==> config.mk <==
export PLATFORM = sky130hd
export DESIGN_NAME = addr_phase_bus
export DESIGN_NICKNAME = d
export VERILOG_FILES = /design/src/design/addr_phase_pkg.sv /design/src/design/line_parity.sv /design/src/design/addr_phase_bus.sv
export SDC_FILE = /design/constraint.sdc
export NUM_CORES = 1
export LEC_CHECK = 0
export BUFFER_PORTS_ARGS = -buffer_cell sky130_fd_sc_hd__buf_2
export CAP_MARGIN = 20
export CORE_MARGIN = 5
export CORE_UTILIZATION = 45
export DETAILED_ROUTE_END_ITERATION = 6
export PLACE_DENSITY = 0.76
export SLEW_MARGIN = 10
export SYNTH_ARGS = -nofsm -noshare
export SYNTH_HDL_FRONTEND = slang
export SYNTH_SLANG_ARGS = --single-unit
==> constraint.sdc <==
create_clock -name sys_clk_i -period 1.3 [get_ports sys_clk_i]
set_clock_uncertainty 0.15 [all_clocks]
set_input_delay 0.195 -clock sys_clk_i [delete_from_list [all_inputs] [get_ports sys_clk_i]]
set_output_delay 0.195 -clock sys_clk_i [all_outputs]
set_load 0.02 [all_outputs]
==> src/design/addr_phase_pkg.sv <==
package addr_phase_pkg;

	localparam int ADDR_HI = 31;
	localparam int ADDR_LO = 3;
	localparam int LINE_LO = 5;
	localparam int MASK_BIT = 20;
	localparam int ADDR_W = ADDR_HI - ADDR_LO + 1;
	localparam int LINE_W = ADDR_HI - LINE_LO + 1;
	localparam logic [ADDR_W-1:0] ADDR_RST = 29'h0000000;
	localparam logic [1:0] CDEF_RST = 2'h0;

	typedef enum logic [1:0] {
		CYC_MEM = 2'b00,
		CYC_IO = 2'b01,
		CYC_SPECIAL = 2'b10
	} cycle_kind_t;

	typedef struct packed {
		cycle_kind_t kind;
		logic write;
		logic [ADDR_HI:ADDR_LO] addr;
	} cycle_req_t;

	typedef struct packed {
		logic [ADDR_HI:LINE_LO] addr;
		logic parity_ok;
	} inquire_t;

	typedef enum logic [0:0] {
		ST_IDLE = 1'b0,
		ST_BUSY = 1'b1
	} bus_state_t;

endpackage

==> src/design/line_parity.sv <==
`timescale 1ns/100ps
module line_parity
	import addr_phase_pkg::*;
#(
	parameter int WIDTH = LINE_W
) (
	input wire logic [WIDTH-1:0] bits_i,
	output logic even_bit_o
);
	// even parity: the bit that makes the total count of ones even
	assign even_bit_o = ^bits_i;
endmodule

==> src/design/addr_phase_bus.sv <==
`timescale 1ns/100ps
// What this block does
// - while bit20 mask asserted, clear address bit 20 before lookup and bus cycle, except for special cycles
// - drive cycle address, or cycle definition data for special cycles
// - lines 31..5 two-way, 4..3 output only; inquire samples 31..5
// - start strobe low for the first clock of each bus cycle
// - address and cycle definition valid on the strobe's edge
// - strobe copy mirrors the start strobe exactly
// - float address 31..3 and parity once float request has passed the two-flop synchroniser
// - other outputs stay driven while float request is active
// - parity bit makes ones over itself and lines 31..5 even
// - lines 4 and 3 take no part in parity
module addr_phase_bus
	import addr_phase_pkg::*;
(
	input wire logic sys_clk_i,
	input wire logic rst_n_i,
	input wire logic req_valid_i,
	input wire cycle_req_t req_i,
	output logic req_ready_o,
	output logic [ADDR_HI:ADDR_LO] lookup_addr_o,
	input wire logic cycle_done_i,
	input wire logic addr_bit20_mask_n_i,
	input wire logic addr_float_request_i,
	input wire logic [ADDR_HI:LINE_LO] addr_in_i,
	output logic [ADDR_HI:ADDR_LO] addr_out_o,
	output logic addr_oe_n_o,
	input wire logic addr_parity_bit_in_i,
	output logic addr_parity_bit_out_o,
	output logic addr_parity_bit_oe_n_o,
	output logic cycle_start_strobe_n_o,
	output logic cycle_start_strobe_copy_n_o,
	output logic [1:0] cycle_kind_o,
	output logic cycle_write_o,
	output logic inquire_valid_o,
	output inquire_t inquire_o
);
	logic mask_s1_q, mask_s2_q;
	logic float_s1_q, float_s2_q;
	logic [ADDR_HI:LINE_LO] ain_s1_q, ain_s2_q;
	logic par_s1_q, par_s2_q;
	logic float_prev_q;
	bus_state_t state_q;
	logic [ADDR_HI:ADDR_LO] masked_addr;
	logic [ADDR_HI:ADDR_LO] addr_q;
	logic [1:0] kind_q;
	logic write_q;
	logic strobe_q;
	logic par_out_q;
	logic out_par;
	logic in_par;
	logic start;

	// mask, float request, address and parity pins pass two flops before use; cycle_done_i is used directly
	always_ff @(posedge sys_clk_i) begin
		if (!rst_n_i) begin
			mask_s1_q <= 1'b0;
			mask_s2_q <= 1'b0;
			float_s1_q <= 1'b0;
			float_s2_q <= 1'b0;
			ain_s1_q <= '0;
			ain_s2_q <= '0;
			par_s1_q <= 1'b0;
			par_s2_q <= 1'b0;
		end else begin
			mask_s1_q <= ~addr_bit20_mask_n_i;
			mask_s2_q <= mask_s1_q;
			float_s1_q <= addr_float_request_i;
			float_s2_q <= float_s1_q;
			ain_s1_q <= addr_in_i;
			ain_s2_q <= ain_s1_q;
			par_s1_q <= addr_parity_bit_in_i;
			par_s2_q <= par_s1_q;
		end
	end

	// special cycles carry definition data, never masked
	always_comb begin
		masked_addr = req_i.addr;
		if (mask_s2_q && req_i.kind != CYC_SPECIAL) begin
			masked_addr[MASK_BIT] = 1'b0;
		end
	end
	assign lookup_addr_o = masked_addr;

	// no new cycle while the address lines are handed to the system
	assign req_ready_o = (state_q == ST_IDLE) && !float_s2_q;
	assign start = req_valid_i && req_ready_o;

	always_ff @(posedge sys_clk_i) begin
		if (!rst_n_i) begin
			state_q <= ST_IDLE;
		end else begin
			case (state_q)
				ST_IDLE: begin
					if (start) begin
						state_q <= ST_BUSY;
					end
				end
				ST_BUSY: begin
					if (cycle_done_i) begin
						state_q <= ST_IDLE;
					end
				end
				default: begin
					state_q <= ST_IDLE;
				end
			endcase
		end
	end

	// address, definition and strobe all load on the same edge
	always_ff @(posedge sys_clk_i) begin
		if (!rst_n_i) begin
			addr_q <= ADDR_RST;
			kind_q <= CDEF_RST;
			write_q <= 1'b0;
			strobe_q <= 1'b0;
			par_out_q <= ^ADDR_RST[ADDR_W-1:LINE_LO-ADDR_LO];
		end else begin
			strobe_q <= start;
			if (start) begin
				addr_q <= masked_addr;
				kind_q <= req_i.kind;
				write_q <= req_i.write;
				par_out_q <= out_par;
			end
		end
	end

	assign cycle_start_strobe_n_o = ~strobe_q;
	assign cycle_start_strobe_copy_n_o = ~strobe_q;
	assign cycle_kind_o = kind_q;
	assign cycle_write_o = write_q;
	assign addr_out_o = addr_q;

	// parity worked out ahead so it loads with the address, not a gate level later
	line_parity #(.WIDTH(LINE_W)) u_out_par (
		.bits_i(masked_addr[ADDR_HI:LINE_LO]),
		.even_bit_o(out_par)
	);
	line_parity #(.WIDTH(LINE_W)) u_in_par (
		.bits_i(ain_s2_q),
		.even_bit_o(in_par)
	);
	assign addr_parity_bit_out_o = par_out_q;

	// float follows the synchronised request directly; lines 4..3 float too
	assign addr_oe_n_o = float_s2_q;
	assign addr_parity_bit_oe_n_o = float_s2_q;

	// capture one inquire address at the start of each float window
	always_ff @(posedge sys_clk_i) begin
		if (!rst_n_i) begin
			float_prev_q <= 1'b0;
			inquire_valid_o <= 1'b0;
			inquire_o <= '0;
		end else begin
			float_prev_q <= float_s2_q;
			inquire_valid_o <= float_s2_q && !float_prev_q;
			if (float_s2_q && !float_prev_q) begin
				inquire_o.addr <= ain_s2_q;
				inquire_o.parity_ok <= (in_par == par_s2_q);
			end
		end
	end

	property p_copy_match;
		@(posedge sys_clk_i) disable iff (!rst_n_i)
		cycle_start_strobe_copy_n_o == cycle_start_strobe_n_o;
	endproperty
	a_copy_match: assert property (p_copy_match) else $error("copy differs");

	property p_strobe_one;
		@(posedge sys_clk_i) disable iff (!rst_n_i)
		!cycle_start_strobe_n_o |=> cycle_start_strobe_n_o;
	endproperty
	a_strobe_one: assert property (p_strobe_one) else $error("strobe too long");

	property p_start_strobe;
		@(posedge sys_clk_i) disable iff (!rst_n_i)
		start |=> !cycle_start_strobe_n_o && addr_out_o == $past(masked_addr);
	endproperty
	a_start_strobe: assert property (p_start_strobe) else $error("addr not with strobe");

	property p_mask20;
		@(posedge sys_clk_i) disable iff (!rst_n_i)
		start && mask_s2_q && req_i.kind != CYC_SPECIAL |=> addr_out_o[MASK_BIT] == 1'b0;
	endproperty
	a_mask20: assert property (p_mask20) else $error("bit 20 not cleared");

	property p_addr_kept;
		@(posedge sys_clk_i) disable iff (!rst_n_i)
		start && (req_i.kind == CYC_SPECIAL || !mask_s2_q) |=> addr_out_o == $past(req_i.addr);
	endproperty
	a_addr_kept: assert property (p_addr_kept) else $error("address altered");

	// holds only where the pin moves on the clock edge, as the system model drives it
	property p_float;
		@(posedge sys_clk_i) disable iff (!rst_n_i)
		$past(rst_n_i, 2) |-> addr_oe_n_o == $past(addr_float_request_i, 2)
			&& addr_parity_bit_oe_n_o == addr_oe_n_o;
	endproperty
	a_float: assert property (p_float) else $error("lines not floated");

	property p_parity;
		@(posedge sys_clk_i) disable iff (!rst_n_i)
		^{addr_parity_bit_out_o, addr_out_o[ADDR_HI:LINE_LO]} == 1'b0;
	endproperty
	a_parity: assert property (p_parity) else $error("parity not even");

	property p_no_start_float;
		@(posedge sys_clk_i) disable iff (!rst_n_i)
		float_s2_q |-> !start ##1 cycle_start_strobe_n_o;
	endproperty
	a_no_start_float: assert property (p_no_start_float) else $error("cycle under float");

	property p_inq_capture;
		@(posedge sys_clk_i) disable iff (!rst_n_i)
		$rose(float_s2_q) |=> inquire_valid_o && inquire_o.addr == $past(ain_s2_q);
	endproperty
	a_inq_capture: assert property (p_inq_capture) else $error("inquire missed");

	property p_inq_parity;
		@(posedge sys_clk_i) disable iff (!rst_n_i)
		$rose(float_s2_q) |=> inquire_o.parity_ok == ~^{$past(par_s2_q), $past(ain_s2_q)};
	endproperty
	a_inq_parity: assert property (p_inq_parity) else $error("inquire parity wrong");

	property p_inq_pulse;
		@(posedge sys_clk_i) disable iff (!rst_n_i)
		inquire_valid_o |=> !inquire_valid_o;
	endproperty
	a_inq_pulse: assert property (p_inq_pulse) else $error("inquire pulse too long");

	// definition outputs change only with a new strobe
	property p_defs_hold;
		@(posedge sys_clk_i) disable iff (!rst_n_i)
		!start |=> $stable(addr_out_o) && $stable(cycle_kind_o) && $stable(cycle_write_o)
			&& $stable(addr_parity_bit_out_o);
	endproperty
	a_defs_hold: assert property (p_defs_hold) else $error("definition moved");
endmodule

==> flow_metrics.env <==
export IMPL_power_uw=10600
export IMPL_p_switching_uw=2955
export IMPL_hpwlAfterDp_um=7675
export IMPL_fin_crit_ns=1.705
export IMPL_p_seq_share_pct=39.2
export IMPL_crit_required_ns=1.60
export IMPL_ys_ff_latch=125
export IMPL_io_buffers=161
export IMPL_rsz0062_at_grt="true"
export IMPL_first_pass_iters=4
export IMPL_p_leak_uw=0.003601
export IMPL_path_max_fanout=2
export IMPL_via_per_inst=4.856
export IMPL_fp_coreArea_sq_mm=0.01023
export IMPL_synth_fp_nets=554
export IMPL_wl_um=15950
export IMPL_cts_htree_levels=4
export IMPL_syn_to_final_growth_pct=73.50
export IMPL_clk_pin_slew_ns=0.07
export IMPL_cap_viol_max_count=0
export IMPL_swShare_pct=27.87
export IMPL_initial_utilization_pct=45.60
export IMPL_postLayoutCoreUtil_pct=79.12
export IMPL_postSynthAreaPerCell_sq_um=9.561
export IMPL_grt_start_max_net_pins=33
export IMPL_p_clk_share_pct=42.5
export IMPL_drtIter0Drc=182
export IMPL_max_freq_mhz=586.4
export IMPL_die_area_sq_mm=0.01250
export IMPL_p_int_uw=7646
export IMPL_yosys_warnings=0
export IMPL_ir_worst_vdd_v=0.0007055
export IMPL_drc_errors=0
export IMPL_netlist_instances=488
export IMPL_clk_latency_ns=0.52
export IMPL_path_cells="xnor2_1 -> xnor2_1 -> xnor2_2 -> xnor2_1 -> xnor2_1 -> o2bb2ai_1"
export IMPL_antenna_found_initial=0
export IMPL_numCtsBuffers=17
export IMPL_endpoint_kind="register"
export IMPL_diodes=0
export IMPL_grt_use_total_pct=21.21
export IMPL_fill_cells=574
export IMPL_grt_pass1_wl_um=20980
export IMPL_cts_root_buf="clkbuf_8"
export IMPL_critPathMostFrequentCell="xnor2_1"
export IMPL_die_h_um=111.8
export IMPL_grt_pass1_vias=4366
export IMPL_cts_tree="done"
export IMPL_max_slew_margin_rel_pct=74.33
export IMPL_dp_cells=756
export IMPL_hold_path_class="input pin to register"
export IMPL_vias=4283
export IMPL_regArea_sq_mm=0.002592
export IMPL_finalWeightedCongestion=0.8753
export IMPL_cp_start_kind="register"
export IMPL_fin_crit_sh_pct=131.2
export IMPL_powerDensity_mw_per_mm2=1309
export IMPL_worst_endpoint_arrival_ns=2.01
export IMPL_critical_path_slowest_cell="dfxtp_1"
export IMPL_ys_types=16
export IMPL_wl_per_cell_um=18.09
export IMPL_rows=37
export IMPL_r2r_slack_ns=-0.41
export IMPL_tightest_slew_ns=0.3823
export IMPL_clock_sinks=125
export IMPL_drv_slew=0
export IMPL_die_x_um=111.8
export IMPL_ant_nets=0
export IMPL_setup_viol=130
export IMPL_drive_above_1_share_pct=53.35
export IMPL_worst_slack_ns=-0.4054
export IMPL_p_comb_share_pct=18.3
export IMPL_clock_path_buffers=2
export IMPL_layoutNonFillerInstCount=882
export IMPL_overflow=0
export IMPL_io_pins=162
export IMPL_critPathKind="register to register"
export IMPL_layout_common_cells="buf_2 (92), nand2_1 (84), buf_6 (76), dfxtp_2 (69), dlygate4sd3_1 (64)"
export IMPL_outcome="finished, violations left"
export IMPL_nets=799
export IMPL_hold_viol=0
export IMPL_final_common_cell="buf_2"
export IMPL_cpPeakStageDelay_ns=0.32
export IMPL_violations="negative setup slack"
export IMPL_ys_seq_area_share_pct=53.63
export IMPL_multiInputGateArea_sq_mm=0.002238
export IMPL_synth_cell_area_sq_mm=0.004666
[final cells by class]
class                   instances  area share, %
clock buffers                  17          5.116
clock inverters                15          1.870
multi-input cells             306          27.65
inverters                       1        0.04637
well taps                     136          2.102
flip-flops and latches        125          32.02
repair buffers                282          31.19
[metal layers]
layer	share of wire (%)	global-route usage, %	vias up
met5	0	0	-
met4	4.3	9.570	0
met2	54	39.65	186
met3	7.4	8.533	61
met1	35	20.17	2041
li1	-	-	1995
[per-stage QoR]
step,TNS (ns),setup slack [ns],cell area (sq um),hold WS [ns]
detailed placement,-0.6039,-0.3918,5637,0.2440
floorplan,-0.5272,-0.08054,4731,0.1166
finish,-8.924,-0.4054,8095,0.009825
global placement,-0.5864,-0.4050,5637,0.2395
CTS,-3.794,-0.2697,7435,-0.01622
global route,-15.21,-0.4904,8095,-0.001036
[synth_stat cells]
cell type / count / share of area, %
a21boi_2: 1 / 0.24
and3_1: 1 / 0.13
inv_1: 1 / 0.080
nor2_1: 1 / 0.080
buf_2: 8 / 0.86
nand2_1: 121 / 9.7
clkbuf_1: 18 / 1.4
dfxtp_1: 125 / 54
nor2b_1: 2 / 0.27
nand2b_1: 3 / 0.40
xor2_1: 4 / 0.75
o2bb2ai_1: 2 / 0.38
and2_1: 62 / 8.3
xnor2_1: 49 / 9.2
buf_4: 30 / 4.8
a21boi_0: 60 / 9.7
[power by group through the flow]
stage               logic, uW  clock network [uW]  registers [uW]
global route             2050                4770            4170
CTS                      1610                4560            4140
detailed placement       1320                   0            4180
global placement         1300                   0            4170
finish                   1940                4500            4160
floorplan                 795                   0            4280
[flip-flops by register name (all words and copies together) (netlist names)]
register / count
addr_oe_n_o: 1
addr_out_o: 29
addr_parity_bit_out_o: 1
ain_s1_q: 27
ain_s2_q: 27
cycle_kind_o: 2
cycle_write_o: 1
float_prev_q: 1
float_s1_q: 1
inquire_o: 28
inquire_valid_o: 1
mask_s1_q: 1
mask_s2_q: 1
par_s1_q: 1
par_s2_q: 1
state_q: 1
strobe_q: 1
[final timing paths]
path,from,endpoint,cells past startpoint
setup / recovery,ain_s2_q[17],inquire_o[0],6
hold / removal,req_i[17],addr_out_o[20],5
setup reg to reg,ain_s2_q[17],inquire_o[0],6
hold reg to reg,ain_s1_q[15],ain_s2_q[15],1
[kinds of logic after synthesis]
kind of cell	count (synthesis)	share of synthesized area [%]
AOI/OAI and AO/OA	63	10.27
xor gates and xnor gates	53	9.949
buffers and inverters	57	7.214
DFF	125	53.63
and+or+nand+nor	190	18.93
[worst max-delay path, delay by kind of cell (launching register included)]
| kind | cells | cell delay, ns |
|---|---|---|
| flops | 1 | 0.32 |
| compound gates | 1 | 0.13 |
| xor+xnor | 5 | 1.05 |
[timing repair]
action                                  4_1_cts  5_1_grt
endpoints found under the hold margin        72        0
resized for setup                           217      121
setup buffers                                 9       12
endpoints found under the setup margin       70      130
hold buffers                                 64        0
pin swaps                                     3       73
cloned                                        0        9
Power figures use the tool's default switching activity.
